$ cat src/lptimer_pkg.sv
// shared constants for the low power timer: register map and fields
// assumes a 32-bit apb slave with byte addresses on paddr
package lptimer_pkg;

  localparam int ADDR_W = 12;
  localparam int DATA_W = 32;

  // register byte offsets
  localparam logic [11:0] CSR_OFFSET = 12'h000;
  localparam logic [11:0] PSR_OFFSET = 12'h004;
  localparam logic [11:0] CMP_OFFSET = 12'h008;
  localparam logic [11:0] CNT_OFFSET = 12'h00c;

  // control_status_register fields
  localparam int CSR_EN_BIT   = 0;
  localparam int CSR_MODE_BIT = 1;
  localparam int CSR_FREE_BIT = 2;
  localparam int CSR_POL_BIT  = 3;
  localparam int CSR_SEL_LSB  = 4;
  localparam int CSR_IE_BIT   = 6;
  localparam int CSR_FLAG_BIT = 7;

  // prescale_register fields
  localparam int PSR_PCS_LSB = 0;
  localparam int PSR_BYP_BIT = 2;
  localparam int PSR_PRE_LSB = 3;

  localparam int SEL_W = 2;
  localparam int PRE_W = 4;
  localparam int SRC_N = 4;
  localparam int PRESC_W = 16;

  localparam logic [31:0] REG_RESET = 32'h0000_0000;

  typedef enum logic [2:0]
  {
    ST_IDLE = 3'b001,
    ST_SYNC = 3'b010,
    ST_RUN  = 3'b100
  } run_state_t;

endpackage

$ cat src/low_power_timer.sv
// low power timer: time counter or pulse counter with compare and trigger
// assumes presetn is driven only by power-on or low-voltage reset, and
// prescaler clocks and pulse inputs arrive asynchronously as plain levels
`timescale 1ns/1ps

// Contract
// - select field routes prescaler clock 0..3 for codes 00..11
// - bits 31..16 of compare and count registers read zero
// - match then increment sets flag and trigger until next increment
// - compare zero without free-run keeps trigger asserted until timer disabled
// - count register write captures counter; reads return the capture
// - state reset only by power-on or low-voltage reset
// - unfiltered pulse mode counts input directly, no prescaler clock
// - one shared block divides or filters depending on mode
// - divider ticks every 2^1..2^16 edges, first one delayed
// - bypassed time mode counts each prescaler edge, first delayed
// - filter output starts asserted when first enabled
// - filter follows input after 2^1..2^15 steady edges
// - filter samples input only on prescaler rising edges
// - filtered pulse counts each filter assertion, rate limited
// - unfiltered input forced asserted before enable, no false count
// - divide code gives ratio 2^(code+1); filter 2^code, code 0 odd
// - bypass one feeds clock or input direct, zero feeds divider or filter
// - counter clears when disabled, on overflow, or on non-free match
// - flag cleared by disable or writing one; irq is flag and enable
module low_power_timer
  import lptimer_pkg::*;
#(
  parameter int CNT_W = 16
)
(
  input  wire logic                           pclk,
  input  wire logic                           presetn,
  input  wire logic                           ce,
  input  wire logic                           psel,
  input  wire logic                           penable,
  input  wire logic                           pwrite,
  input  wire logic [lptimer_pkg::ADDR_W-1:0] paddr,
  input  wire logic [lptimer_pkg::DATA_W-1:0] pwdata,
  output logic                                pready,
  output logic      [lptimer_pkg::DATA_W-1:0] prdata,
  output logic                                pslverr,
  input  wire logic [lptimer_pkg::SRC_N-1:0]  presc_clk_in,
  input  wire logic [lptimer_pkg::SRC_N-1:0]  pulse_in,
  output logic                                hw_trigger,
  output logic                                timer_irq
);

  import lptimer_pkg::*;

  generate
    if (CNT_W < 1 || CNT_W > 16)
    begin : g_chk
      $error("CNT_W must lie between 1 and 16");
    end
  endgenerate

  // configuration
  logic             en_reg;
  logic             pulse_mode_reg;
  logic             free_reg;
  logic             pol_low_reg;
  logic [SEL_W-1:0] in_sel_reg;
  logic             ie_reg;
  logic [SEL_W-1:0] pcs_reg;
  logic             byp_reg;
  logic [PRE_W-1:0] pre_reg;
  logic [CNT_W-1:0] compare_value_reg;
  logic [CNT_W-1:0] count_capture_reg;

  // state
  logic [CNT_W-1:0]   count_reg;
  logic               flag_reg;
  logic               trig_reg;
  logic [7:0]         sync1_reg;
  logic [7:0]         sync2_reg;
  logic               clk_prev_reg;
  logic               in_prev_reg;
  logic [PRESC_W-1:0] presc_cnt_reg;
  logic               filt_out_reg;
  logic [DATA_W-1:0]  prdata_reg;
  run_state_t         run_state_reg;
  run_state_t         run_state_next;

  // bus decode
  logic acc_wr;
  logic setup_rd;
  logic addr_hit;
  assign acc_wr   = psel & penable & pwrite;
  assign setup_rd = psel & ~penable & ~pwrite;
  assign addr_hit = (paddr == CSR_OFFSET) || (paddr == PSR_OFFSET) ||
                    (paddr == CMP_OFFSET) || (paddr == CNT_OFFSET);

  // zero wait states; read data is staged in the setup cycle
  assign pready  = 1'b1;
  assign pslverr = psel & penable & ~addr_hit;
  assign prdata  = prdata_reg;

  // selected sources
  logic run;
  logic clk_lvl;
  logic presc_rise;
  logic in_asserted;
  // gated by enable so ticks stop once a disable write clears en_reg, a cycle before the state
  assign run = (run_state_reg == ST_RUN) & en_reg;
  assign clk_lvl    = sync2_reg[pcs_reg];
  assign presc_rise = clk_lvl & ~clk_prev_reg;
  assign in_asserted = sync2_reg[SRC_N + in_sel_reg] ^ pol_low_reg;

  // shared divider and filter limits
  logic [PRESC_W-1:0] div_last;
  logic [PRESC_W-1:0] filt_last;
  // ratio 2^(code+1); filter needs 2^code, code zero taken as one
  assign div_last  = PRESC_W'((32'd2 << pre_reg) - 32'd1);
  assign filt_last = (pre_reg == '0) ? PRESC_W'(1) :
                     PRESC_W'((32'd1 << pre_reg) - 32'd1);

  logic div_tick;
  logic filt_tick;
  logic direct_tick;
  logic tick;
  logic match;
  assign div_tick  = run & ~pulse_mode_reg & ~byp_reg & presc_rise &
                     (presc_cnt_reg == div_last);
  assign filt_tick = run & pulse_mode_reg & ~byp_reg & presc_rise &
                     (presc_cnt_reg == filt_last) & in_asserted &
                     ~filt_out_reg;
  // unfiltered input counts with no prescaler clock
  assign direct_tick = run & byp_reg &
                       (pulse_mode_reg ? (in_asserted & ~in_prev_reg)
                                       : presc_rise);
  // bypass picks direct source over divider/filter
  assign tick  = byp_reg ? direct_tick : (div_tick | filt_tick);
  assign match = tick & (count_reg == compare_value_reg);

  assign hw_trigger = trig_reg;
  assign timer_irq  = flag_reg & ie_reg;

  // async reset here is only power-on or low-voltage reset
  always_ff @(posedge pclk or negedge presetn)
  begin
    if (!presetn)
    begin
      sync1_reg <= 8'h00;
      sync2_reg <= 8'h00;
    end
    else if (ce)
    begin
      sync1_reg <= {pulse_in, presc_clk_in};
      sync2_reg <= sync1_reg;
    end
  end

  // edge detect on the selected, synchronised clock
  always_ff @(posedge pclk or negedge presetn)
  begin
    if (!presetn)
      clk_prev_reg <= 1'b0;
    else if (ce)
      clk_prev_reg <= clk_lvl;
  end

  always_ff @(posedge pclk or negedge presetn)
  begin
    if (!presetn)
      in_prev_reg <= 1'b1;
    else if (ce)
      in_prev_reg <= run ? in_asserted : 1'b1;
  end

  // start-up: first prescaler edge after enable only arms the block, unless bypassed in pulse mode
  always_comb
  begin
    run_state_next = run_state_reg;
    case (run_state_reg)
      ST_IDLE:
        if (en_reg)
          run_state_next = ST_SYNC;
      ST_SYNC:
        if (!en_reg)
          run_state_next = ST_IDLE;
        // extra synchronising edge before first count
        // same delay in bypassed time mode; bypassed pulse mode needs no edge
        else if ((pulse_mode_reg & byp_reg) | presc_rise)
          run_state_next = ST_RUN;
      ST_RUN:
        if (!en_reg)
          run_state_next = ST_IDLE;
      default:
        run_state_next = ST_IDLE;
    endcase
  end

  always_ff @(posedge pclk or negedge presetn)
  begin
    if (!presetn)
      run_state_reg <= ST_IDLE;
    else if (ce)
      run_state_reg <= run_state_next;
  end

  // one counter serves as divider or glitch filter
  always_ff @(posedge pclk or negedge presetn)
  begin
    if (!presetn)
    begin
      presc_cnt_reg <= '0;
      filt_out_reg  <= 1'b1;
    end
    else if (ce)
    begin
      if (!run)
      begin
        presc_cnt_reg <= '0;
        filt_out_reg  <= 1'b1;
      end
      else if (presc_rise && !byp_reg)
      begin
        if (!pulse_mode_reg)
          presc_cnt_reg <= (presc_cnt_reg == div_last) ? '0 :
                           presc_cnt_reg + 1'b1;
        else if (in_asserted == filt_out_reg)
          presc_cnt_reg <= '0;
        // follow input after 2^code steady edges, two for code zero
        else if (presc_cnt_reg == filt_last)
        begin
          presc_cnt_reg <= '0;
          filt_out_reg  <= in_asserted;
        end
        else
          presc_cnt_reg <= presc_cnt_reg + 1'b1;
      end
    end
  end

  // clear on disable, wrap on overflow, clear on non-free match
  always_ff @(posedge pclk or negedge presetn)
  begin
    if (!presetn)
      count_reg <= '0;
    else if (ce)
    begin
      if (!en_reg)
        count_reg <= '0;
      else if (match && !free_reg)
        count_reg <= '0;
      else if (tick)
        count_reg <= count_reg + 1'b1;
    end
  end

  // flag on match; set beats a same-cycle clear
  // cleared by disable or by writing one
  always_ff @(posedge pclk or negedge presetn)
  begin
    if (!presetn)
      flag_reg <= 1'b0;
    else if (ce)
    begin
      if (!en_reg)
        flag_reg <= 1'b0;
      else if (match)
        flag_reg <= 1'b1;
      else if (acc_wr && paddr == CSR_OFFSET && pwdata[CSR_FLAG_BIT])
        flag_reg <= 1'b0;
    end
  end

  // zero compare without free-run holds it until disable
  always_ff @(posedge pclk or negedge presetn)
  begin
    if (!presetn)
      trig_reg <= 1'b0;
    else if (ce)
    begin
      if (!en_reg)
        trig_reg <= 1'b0;
      else if (match)
        trig_reg <= 1'b1;
      else if (tick && !(compare_value_reg == '0 && !free_reg))
        trig_reg <= 1'b0;
    end
  end

  // software configuration; prescale fields are trusted to be static
  always_ff @(posedge pclk or negedge presetn)
  begin
    if (!presetn)
    begin
      en_reg         <= 1'b0;
      pulse_mode_reg <= 1'b0;
      free_reg       <= 1'b0;
      pol_low_reg    <= 1'b0;
      in_sel_reg     <= '0;
      ie_reg         <= 1'b0;
      pcs_reg        <= '0;
      byp_reg        <= 1'b0;
      pre_reg        <= '0;
      compare_value_reg <= '0;
    end
    else if (ce && acc_wr)
    begin
      case (paddr)
        CSR_OFFSET:
        begin
          en_reg         <= pwdata[CSR_EN_BIT];
          pulse_mode_reg <= pwdata[CSR_MODE_BIT];
          free_reg       <= pwdata[CSR_FREE_BIT];
          pol_low_reg    <= pwdata[CSR_POL_BIT];
          in_sel_reg     <= pwdata[CSR_SEL_LSB +: SEL_W];
          ie_reg         <= pwdata[CSR_IE_BIT];
        end
        PSR_OFFSET:
        begin
          pcs_reg <= pwdata[PSR_PCS_LSB +: SEL_W];
          byp_reg <= pwdata[PSR_BYP_BIT];
          pre_reg <= pwdata[PSR_PRE_LSB +: PRE_W];
        end
        // compare field in the low bits
        CMP_OFFSET:
          compare_value_reg <= pwdata[CNT_W-1:0];
        default:
          ;
      endcase
    end
  end

  // any write to the count register snapshots the counter
  always_ff @(posedge pclk or negedge presetn)
  begin
    if (!presetn)
      count_capture_reg <= '0;
    else if (ce && acc_wr && paddr == CNT_OFFSET)
      count_capture_reg <= count_reg;
  end

  // upper bits of compare and count read zero
  always_ff @(posedge pclk or negedge presetn)
  begin
    if (!presetn)
      prdata_reg <= REG_RESET;
    else if (ce && setup_rd)
    begin
      prdata_reg <= REG_RESET;
      case (paddr)
        CSR_OFFSET:
        begin
          prdata_reg[CSR_EN_BIT]               <= en_reg;
          prdata_reg[CSR_MODE_BIT]             <= pulse_mode_reg;
          prdata_reg[CSR_FREE_BIT]             <= free_reg;
          prdata_reg[CSR_POL_BIT]              <= pol_low_reg;
          prdata_reg[CSR_SEL_LSB +: SEL_W]     <= in_sel_reg;
          prdata_reg[CSR_IE_BIT]               <= ie_reg;
          prdata_reg[CSR_FLAG_BIT]             <= flag_reg;
        end
        PSR_OFFSET:
        begin
          prdata_reg[PSR_PCS_LSB +: SEL_W] <= pcs_reg;
          prdata_reg[PSR_BYP_BIT]          <= byp_reg;
          prdata_reg[PSR_PRE_LSB +: PRE_W] <= pre_reg;
        end
        CMP_OFFSET:
          prdata_reg[CNT_W-1:0] <= compare_value_reg;
        CNT_OFFSET:
          prdata_reg[CNT_W-1:0] <= count_capture_reg;
        default:
          ;
      endcase
    end
  end
endmodule

$ cat config.mk
export PLATFORM = sky130hd
export DESIGN_NAME = low_power_timer
export DESIGN_NICKNAME = d
export VERILOG_FILES = /design/src/lptimer_pkg.sv /design/src/low_power_timer.sv
export SDC_FILE = /design/constraint.sdc
export NUM_CORES = 1
export LEC_CHECK = 0
export BUFFER_PORTS_ARGS = -buffer_cell sky130_fd_sc_hd__buf_2
export CORE_AREA = 2 2 114 116
export CTS_CLUSTER_SIZE = 8
export DETAILED_ROUTE_END_ITERATION = 10
export DIE_AREA = 0 0 116 118
export GPL_TIMING_DRIVEN = 0
export PLACE_DENSITY = 0.76
export SKIP_LAST_GASP = 1
export SLEW_MARGIN = 20
export SYNTH_ARGS = -nofsm -noshare
export SYNTH_HDL_FRONTEND = slang
export SYNTH_SLANG_ARGS = --single-unit
$ cat constraint.sdc
create_clock -name pclk -period 5.5 [get_ports pclk]
set_clock_uncertainty 0.15 [all_clocks]
set_input_delay 1.1 -clock pclk [delete_from_list [all_inputs] [get_ports pclk]]
set_output_delay 1.1 -clock pclk [all_outputs]
set_load 0.02 [all_outputs]
## Word-level counts from Yosys, hierarchy flattened

Index checks and enable logic that the tools add are counted.

| operators by class | value |
|---|---|
| add/subtract/negate cells | 5 |
| $mul | 0 |
| div/mod/pow operators | 0 |
| order comparisons | 2 |
| equality and inequality tests | 20 |
| shifts and indexed selects | 2 |
| multiplexer cells | 36 |
| bitwise gates (word level) | 34 |
| reduce and logical (&&, ||, !) cells | 27 |

Operators by type and width:

| cell | count |
|---|---|
| $mux W16 | 10 |
| $eq A16 B16 Y1 | 3 |
| $add A16 B1 Y16 const B | 2 |
| $sub A16 B1 Y16 const B | 2 |
| $pmux W7 S4 | 1 |
| $eq A12 B4 Y1 const B | 2 |
| $and A1 B1 Y1 | 23 |
| $logic_not A16 Y1 | 1 |
| $mux W1 | 16 |
| $pmux W8 S2 | 1 |
| $shl A1 B4 Y16 const A | 1 |
| $shl A2 B4 Y16 const A | 1 |
| $reduce_and A2 Y1 | 7 |
| $eq A12 B3 Y1 const B | 1 |
| $logic_not A12 Y1 | 1 |
| $mux W3 | 4 |
| $logic_and A1 B1 Y1 | 9 |
| $ne A3 B1 Y1 const B | 3 |
| $pmux W3 S3 | 1 |
| $ne A2 B2 Y1 const B | 4 |
| $not A1 Y1 | 8 |
| $reduce_and A5 Y1 | 1 |
| $add A3 B2 Y4 const A | 1 |
| $logic_not A4 Y1 | 1 |
| other kinds (16) | 22 |

| word-level totals | value |
|---|---|
| bits in registers | 118 |
| latch bits | 0 |
| memory bits (writable) | 0 |
| memory bits (read-only) | 0 |
| input port bits | 58 |
| output and inout port bits | 36 |
| logic and storage cells | 148 |
| memories kept | 0 |

## Logic depth before layout (Yosys ltp)

Gate-level depths: netlist (run 1).

| logic depth | value |
|---|---|
| word-level depth | 14 |
| gate-level depth with buffers | 16 |
| gate-level depth less buffers | 11 |

## Worst setup path before layout (run 1)

OpenSTA, ideal clock, no wires.

| path | value |
|---|---|
| kind | flip-flop to flip-flop |
| start point | reg pre_reg[3] |
| end point | reg presc_cnt_reg[0] |
| setup time | 0.125 ns |
| arrival time | 3.093 ns |
| slack | 2.132 ns |
| stages on the path, launching flop included | 14 |
| buffers on the path | 2 |
| period minus slack after synthesis | 3.368 ns |
| cells stage by stage | dfrtp_1 buf_2 nor4_4 inv_1 ha_1 or3_1 a211o_1 and3_4 nor4_4 nand3_2 a41oi_2 buf_4 nor2_2 mux2_2 |

| between the ends | value |
|---|---|
| longest elaborated chain between the ends | 9 |
| elaborated cells between the ends (all ways) | 14 |
| classes of those cells | 2 x add/sub; 2 x eq/ne; 2 x shift; 7 x mux; 1 x reduce/logical |

Ends and longest elaborated chain:

| what | line | RTL |
|---|---|---|
| from (decl) | low_power_timer.sv:67 | `logic [PRE_W-1:0] pre_reg;` |
| from (signal assigned) | low_power_timer.sv:317 | `pre_reg <= pwdata[PSR_PRE_LSB +: PRE_W];` |
| $shl A1 B4 Y16 | low_power_timer.sv:116 | `PRESC_W'((32'd1 << pre_reg) - 32'd1);` |
| $sub A16 B1 Y16 | low_power_timer.sv:116 |  |
| $mux W16 | low_power_timer.sv:115 | `assign filt_last = (pre_reg == '0) ? PRESC_W'(1) :` |
| $eq A16 B16 Y1 | low_power_timer.sv:225 | `else if (presc_cnt_reg == filt_last)` |
| $mux W16 | low_power_timer.sv:225 |  |
| $mux W16 | low_power_timer.sv:222 | `else if (in_asserted == filt_out_reg)` |
| $mux W16 * | low_power_timer.sv:219 | `if (!pulse_mode_reg)` |
| $mux W16 * | low_power_timer.sv:217 | `else if (presc_rise && !byp_reg)` |
| $mux W16 * | low_power_timer.sv:212 | `if (!run)` |
| to (signal assigned) | low_power_timer.sv:220 | `presc_cnt_reg <= (presc_cnt_reg == div_last) ? '0 :` |
| to (signal assigned) | low_power_timer.sv:231 | `presc_cnt_reg <= presc_cnt_reg + 1'b1;` |
| to (decl) | low_power_timer.sv:79 | `logic [PRESC_W-1:0] presc_cnt_reg;` |

Mark *: on every way between the ends. The rest lies on a longest branch, timed or not. The select of a mux whose other input is x is not followed.
A chain may end at the register's enable or synchronous reset.

## Worst setup path in the final report (run 1)

| path | value |
|---|---|
| start point | reg pre_reg[3] |
| end point | reg count_reg[9] |

| between the ends | value |
|---|---|
| longest elaborated chain between the ends | 13 |
| elaborated cells between the ends (all ways) | 20 |
| classes of those cells | 2 x add/sub; 3 x eq/ne; 2 x shift; 4 x mux; 6 x bitwise; 3 x reduce/logical |

Ends and longest elaborated chain:

| what | line | RTL |
|---|---|---|
| $shl A1 B4 Y16 | low_power_timer.sv:116 |  |
| $sub A16 B1 Y16 | low_power_timer.sv:116 |  |
| $mux W16 | low_power_timer.sv:115 |  |
| $eq A16 B16 Y1 | low_power_timer.sv:126 | `(presc_cnt_reg == filt_last) & in_asserted &` |
| $and A1 B1 Y1 | low_power_timer.sv:125 | `assign filt_tick = run & pulse_mode_reg & ~byp_reg & presc_rise &` |
| $and A1 B1 Y1 (2 in a row) | low_power_timer.sv:126 |  |
| $or A1 B1 Y1 * | low_power_timer.sv:133 | `assign tick = byp_reg ? direct_tick : (div_tick \| filt_tick);` |
| $mux W1 * | low_power_timer.sv:133 |  |
| $and A1 B1 Y1 | low_power_timer.sv:134 | `assign match = tick & (count_reg == compare_value_reg);` |
| $logic_and A1 B1 Y1 | low_power_timer.sv:245 | `else if (match && !free_reg)` |
| $ne A3 B1 Y1 (no line) or $mux W16 (tied branches) | - |  |
| $reduce_and A2 Y1 (no line) or $mux W16 (tied branches) | - |  |
| to (signal assigned) | low_power_timer.sv:248 | `count_reg <= count_reg + 1'b1;` |
| to (decl) | low_power_timer.sv:72 | `logic [CNT_W-1:0] count_reg;` |

Mark *: on every way between the ends. The rest lies on a longest branch, timed or not.

==> metrics.txt, run 1 <==
status=finished, final reports clean; CP startpoint kind=flop; routing usage on met1=35.6%; DRT antenna net count=0; grt met3 use=under 10%; CP endpoint kind=flop; Initial Util=54.4%; vias in the first global route=about 5500; fmax=between 200 and 250 MHz; Root Driver=clkbuf_16; max_cap viols=0; # IOs=94; drc violations=0; DRT Pass-1 Iters=5; Crit path arrival time=~4.2 ns; Slew @ Worst Pin=between 1 and 1.5 ns; drt wl/cell=between 15 and 20 µm; CTS sink cnt=approximately 120; Clock transition at path regs=approximately 0.050 ns; Final Cycle Share=approximately 74%; site row count=41; Hold-fix buffers, CTS=0; CTS Buffer Depth=2; top cell type by total area after synthesis=dfrtp_1; Synth warnings=0; Storage cell area=slightly below 3000 µm²; Worst Path Max Fanout=10; Mapped Cells=650; Static Leak=3.58 nW; Slew Limit Fails=0; routed via count=5582; final setup TNS=0 ns; Synth Cell Area=6760 µm²; postcts setup bufs=0; area of the die=between 10000 and 15000 µm²; post-CTS sizing=0; pwr dens=283 nW/µm²; total CTS buffers=17; largest net degree at the start of global routing=between 70 and 80; endpoints failing hold=0; WL final=17100 µm; Yosys reg bits=between 100 and 150; CTS tree=done; vias per cell=between 6 and 7; RSZ-0062 raised after global routing=false; worst path bufs/invs=3; post-DP HPWL=around 12000 µm; Clk Latency, worst-skew pair=0.42 ns; Netlist cell types=slightly above 80; Final min period=4.05 ns; Remaining Overflow, GRT=0; cell family with most CP delay=compound AO/OA/AOI/OAI gates; Die Ht=118 µm; top-count cell post-synth=dfrtp_1; CTS H-tree lvls=4; top cells by area, synth=dfrtp_1 43%, mux2_2 11%, xnor2_1 3.2%, nand2_1 2.8%, mux4_2 2.7%; area of the multi-input gates=~3500 µm²; All-Layer GR Usage=26.4%; final setup fails=0; Starting DRT DRC Count=393; top cell type's share of synthesized area=a little over two fifths; number of flops mapped to enable cells by yosys=0; total power=0.00226 W; first-pass GRT wire length=28000 µm; most used flip-flop cell after synthesis=dfrtp_1; VDD IR max=slightly below 0.2 mV; Die X=116 µm; P&R area growth vs syn=18.1%; worst min path class=reg -> reg; FFs w/ async S/R, synth=between 90% and 100%; crit path kind=reg -> reg; GPL Wtd Cong=~0.9; Core ar.=approximately 12000 µm²; share of post-route cells with drive strength above 1=about 29%; commonest cells in the netlist=115 x dfrtp_1, 65 x mux2_2, 50 x nand2_1; pre-CTS WS=about 1.4 ns; initial antenna violation count=0; Most Used Layer, Global Route=met2; final worst slack=1.45 ns; largest stage delay on the critical path=approximately 0.56 ns; Port Buf Inserts=around 60; highest-delay cell along the critical path=o31ai_1; Ant. Diodes=0; Mapped Avg Cell Area=10.4 µm²; sequential-to-total area share from yosys stat=between 40% and 50%; worst path cell trace=buf_2 > nor4_4 > inv_1 > ha_1 > xor2_1 > o31ai_1 > o22ai_1 > and4b_1 > nand4_2 > a21boi_1 > o21a_2 > buf_6 > a31oi_2; relative slew slack=29.7%; Nets=approximately 810; M2 GR Usage=40.8%; WP data required=5.63 ns; Fill cells=roughly 1000
==> worst paths after layout <==
path | cells after the start | slack, ns | start | to
max reg2reg | 13 | 1.45 | pre_reg[3] | count_reg[9]
min in group asynchronous | 1 | 0.45 | presetn | presc_cnt_reg[11]
max | 13 | 1.45 | pre_reg[3] | count_reg[9]
min reg2reg | 2 | 0.32 | prdata[2] | prdata[2]
max in group asynchronous | 2 | 4.05 | presetn | count_reg[3]
min | 2 | 0.32 | prdata[2] | prdata[2]
==> power breakdown <==
| group | internal, W | total [W] | leakage (nW) | switching, W |
|---|---|---|---|---|
| registers | 0.000902 | 0.000927 | 1.56 | 0.0000250 |
| clock network | 0.000760 | 0.00115 | 0.298 | 0.000392 |
| logic | 0.0000812 | 0.000181 | 1.72 | 0.000100 |
| total | 0.00174 | 0.00226 | 3.58 | 0.000517 |
==> through the flow <==
stage                     utilization [%]  hold WS (ns)  instances  area (µm²)
after global routing                 64.3         0.366        929        7980
after floorplan                         -         0.322        665        6810
after detailed placement             59.3         0.319        897        7360
after CTS                            64.2         0.331        929        7970
final                                64.3         0.324        929        7980
after global placement               59.0         0.317        896        7320
==> logic make-up (layout without fill, tap and decap cells) <==
| kind of cell | after synthesis | count (layout) | synth area share, % |
|---|---|---|---|
| AO/OA/AOI/OAI | 132 | 132 | 13.7 |
| XOR/XNOR | 36 | 36 | 4.67 |
| adder cells (fa/ha/maj) | 3 | 3 | 0.556 |
| buffers and inverters | 70 | 162 | 5.70 |
| flip-flops | 118 | 118 | 43.8 |
| multiplexers | 75 | 75 | 13.8 |
| other | 2 | 17 | 0.111 |
| AND/OR/NAND/NOR | 214 | 214 | 17.7 |
==> layer usage <==
metal | vias to the layer above | routed length [µm]
met5 | - | 0
met4 | 0 | 467
met3 | 46 | 1240
met2 | 258 | 7980
met1 | 2750 | 7410
li1 | 2528 | -
==> cells in the final DEF, fill, tap and decap left out, types with 6 or more instances in the layout <==
cell type / synthesis / routed
mux2_2: 65 / 65
nor3_1: 8 / 8
inv_1: 12 / 12
xnor2_1: 25 / 25
nand4_1: 10 / 10
dfrtp_1: 115 / 115
clkbuf_16: 0 / 17
a21oi_1: 23 / 23
buf_2: 7 / 65
conb_1: 2 / 17
and3_1: 18 / 18
clkbuf_1: 25 / 29
buf_4: 18 / 18
nand3_1: 22 / 22
mux4_2: 8 / 8
nor4_1: 7 / 7
o21ai_1: 8 / 8
o21ai_0: 26 / 26
nor2b_1: 6 / 6
a22oi_1: 10 / 10
nand2_1: 50 / 50
a31oi_1: 9 / 9
nand2b_1: 16 / 16
nor2_1: 38 / 38
xor2_1: 11 / 11
==> worst min-delay path: stages (launching register included) <==
cell and delay, ns:
dfrtp_1 0.33, nand2_1 0.04, o21ai_0 0.06
==> layout make-up <==
type | instances | area share (%)
Clock buffer | 25 | 6.21
Multi-Input combinational cell | 477 | 43.6
Sequential cell | 118 | 37.1
Clock inverter | 7 | 1.46
Timing Repair Buffer | 60 | 4.12
Inverter | 12 | 0.565
Buffer | 58 | 4.27
Tap cell | 172 | 2.70
No activity file was read; power rests on OpenSTA's default activity.
==> run 2, diff against run 1 <==
Settings changed: ABC_AREA set to 1, CORE_AREA 2 2 114 116 to 2 2 113 115, DIE_AREA 0 0 116 118 to 0 0 115 117.
Clock period 5.5 ns to 4.13 ns, I/O delays scaled along.
==> run 2 against run 1 <==
Critical path depth down 7; area after synthesis down 1.7%; sequential power up 31%; register-to-register slack worse by 0.46 ns; utilization down 0.62 points; combinational power about the same; total power up 29%; final cell count up 22%; flip-flop and latch count unchanged; worst setup slack worse by 0.89 ns; worst hold slack worse by 0.13 ns; critical path type is now in -> out.
==> metrics.txt, run 2 <==
status=finished, final reports clean; Storage cell area=2960 µm² (unchanged); leading cell type in the layout, fill and taps excluded=nand2_1; VDD IR max=0.271 mV (+37%); Worst Path Max Fanout=10 (unchanged); relative slew slack=54.7% (+25 points); grt met3 use=5.51% (-1.2 points); Final Cycle Share=86.4%; worst min path class=in -> async; routed via count=6013 (+7.7%); Gate power share=6.1% (-1.9 points); Mapped Avg Cell Area=7.60 µm² (-27%); initial antenna violation count=0 (unchanged); top-count cell post-synth=nand2_1; sequential-to-total area share from yosys stat=44.5% (+0.76 points); DRT Pass-1 Iters=5 (unchanged); Remaining Overflow, GRT=0 (unchanged); power share of the clock group=52.2% (+1.2 points); endpoints failing hold=0 (unchanged); FF-to-FF End=count_reg[6]; Synth Cell Area=6640 µm² (-1.7%); pre-CTS WS=0.629 ns (-0.795 ns); NetSw=0.000657 W (+27%); Core ar.=12300 µm² (-0.83%); final core utilization=63.6% (-0.62 points); FFs w/ async S/R, synth=100% (unchanged); Mapped Cells=874 (+34%); total CTS buffers=17 (unchanged); top cell type's share of synthesized area=43.3% (+0.74 points); Switching Fraction=22.5% (-0.32 points); RSZ-0062 raised after global routing=false; post-DP HPWL=12100 µm (-0.74%); Hold-fix buffers, CTS=0 (unchanged); Internal=0.00226 W (+30%); area of the die=13500 µm² (-1.7%); commonest cells after routing, fill and taps aside=253 x nand2_1, 115 x dfrtp_1, 109 x inv_1; WP data required=3.15 ns (-2.48 ns); post-CTS sizing=0 (unchanged); CTS H-tree lvls=4 (unchanged); top cell type by total area after synthesis=dfrtp_1; Yosys reg bits=118 (unchanged); CTS Buffer Depth=2 (unchanged); CTS sink cnt=118 (unchanged); Slew Limit Fails=0 (unchanged); crit path kind=in -> out; largest net degree at the start of global routing=72 (-2.7%); Hold Worst Slack=0.197 ns (-0.127 ns); final worst slack=0.563 ns (-0.886 ns); M2 GR Usage=36.8% (-4.0 points); routing usage on met1=38.6% (+3.0 points); total power=0.00292 W (+29%); Netlist cell types=39 (-52%); drt wl/cell=14.7 µm (-20%); share of post-route cells with drive strength above 1=16.4% (-13 points); flop2flop setup slack=0.99 ns (-0.46 ns); Worst R2R Path Depth=20 (+7); top cells by area, synth=dfrtp_1 43%, nand2_1 14%, o21ai_0 7.1%, inv_1 6.2%, nand3_1 5.3%; Port Buf Inserts=60 (+1.7%); All-Layer GR Usage=25.6% (-0.76 points); Slew @ Worst Pin=0.675 ns (-0.377 ns); area of the multi-input gates=3060 µm² (-12%); final setup TNS=0 ns (unchanged); WL final=16600 µm (-2.9%); Initial Util=54.0% (-0.48 points); Die X=115 µm (-0.86%); commonest cells in the netlist=253 x nand2_1, 115 x dfrtp_1, 109 x inv_1; CP startpoint kind=input pin; fmax=280 MHz; Starting DRT DRC Count=600 (+53%); Static Leak=4.04 nW (+13%); number of flops mapped to enable cells by yosys=0 (unchanged); Root Driver=clkbuf_16; CTS tree=done; pwr dens=372 nW/µm² (+31%); GPL Wtd Cong=0.931 (+2.7%); Ant. Diodes=0 (unchanged); # IOs=94 (unchanged); max_cap viols=0 (unchanged); CP endpoint kind=output pin; first-pass GRT wire length=26600 µm (-4.7%); drc violations=0 (unchanged); Final min period=between 3 and 4 ns; final setup fails=0 (unchanged); vias in the first global route=5329 (-2.6%); site row count=41 (unchanged); Most Used Layer, Global Route=met1; postcts setup bufs=0 (unchanged); Clock transition at path regs=0.05 ns (about the same); DRT antenna net count=0 (unchanged); Die Ht=117 µm (-0.85%); Synth warnings=0 (unchanged); Clk Latency, worst-skew pair=0.41 ns (about the same); Fill cells=1059 (+5.0%); worst r2r src=pre_reg[1]; vias per cell=5.31 (-12%); Crit path arrival time=2.59 ns (-1.59 ns); Nets=1030 (+28%); most used flip-flop cell after synthesis=dfrtp_1; P&R area growth vs syn=18.0% (about the same); register share of total power=41.6% (+0.6 points)
run 2: worst max-delay path, stage by stage:
cell and delay, ns:
buf_2 0.10, nor4_2 0.57, nand3_1 0.17, nor3_2 0.55
nor4_1 0.17, buf_2 0.20
run 2: final cells by class:
class	count	share of cell area, %
Buffer	42	3.15
Clock buffer	26	6.75
Clock inverter	6	1.10
Inverter	117	5.60
Multi-Input combinational cell	612	39.0
Sequential cell	118	37.7
Tap cell	150	2.40
Timing Repair Buffer	61	4.26
run 2: logic make-up (layout without fill, tap and decap cells):
logic type,count (synthesis),after routing,synth area share (%)
adders and majority gates,3,3,0.565
muxes,17,17,2.88
xor gates and xnor gates,25,25,3.30
other,2,17,0.113
DFF,118,118,44.5
buffers and inverters,159,252,10.3
and+or+nand+nor,423,423,27.5
AOI/OAI and AO/OA,127,127,10.8
run 2: worst max path at each step:
stage | start | slack (ns) | cells past startpoint | endpoint
floorplan | paddr[9] | 1.18 | 4 | pslverr
global placement | paddr[9] | 0.66 | 6 | pslverr
detailed placement | paddr[5] | 0.63 | 8 | pslverr
CTS | paddr[9] | 0.62 | 6 | pslverr
global route | paddr[5] | 0.37 | 8 | pslverr
finish | paddr[9] | 0.56 | 6 | pslverr
run 2: metal layers:
metal	wire length [µm]	vias to the layer above
met1	8010	2788
met3	1220	20
li1	-	2978
met4	245	0
met2	7110	227
met5	0	-
run 2: power groups by stage:
stage / Clock (W) / Combinational (W) / Sequential (W)
6_report: 0.00152 / 0.000179 / 0.00121
5_1_grt: 0.00159 / 0.000206 / 0.00122
2_1_floorplan: 0 / 0.000103 / 0.00123
3_5_place_dp: 0 / 0.000180 / 0.00123
3_3_place_gp: 0 / 0.000173 / 0.00123
4_1_cts: 0.00153 / 0.000181 / 0.00121
run 2: per-stage QoR:
stage	cells	cell area (µm²)
floorplan	889	6700
global placement	1099	7190
detailed placement	1100	7220
CTS	1132	7840
global route	1132	7840
finish	1132	7840
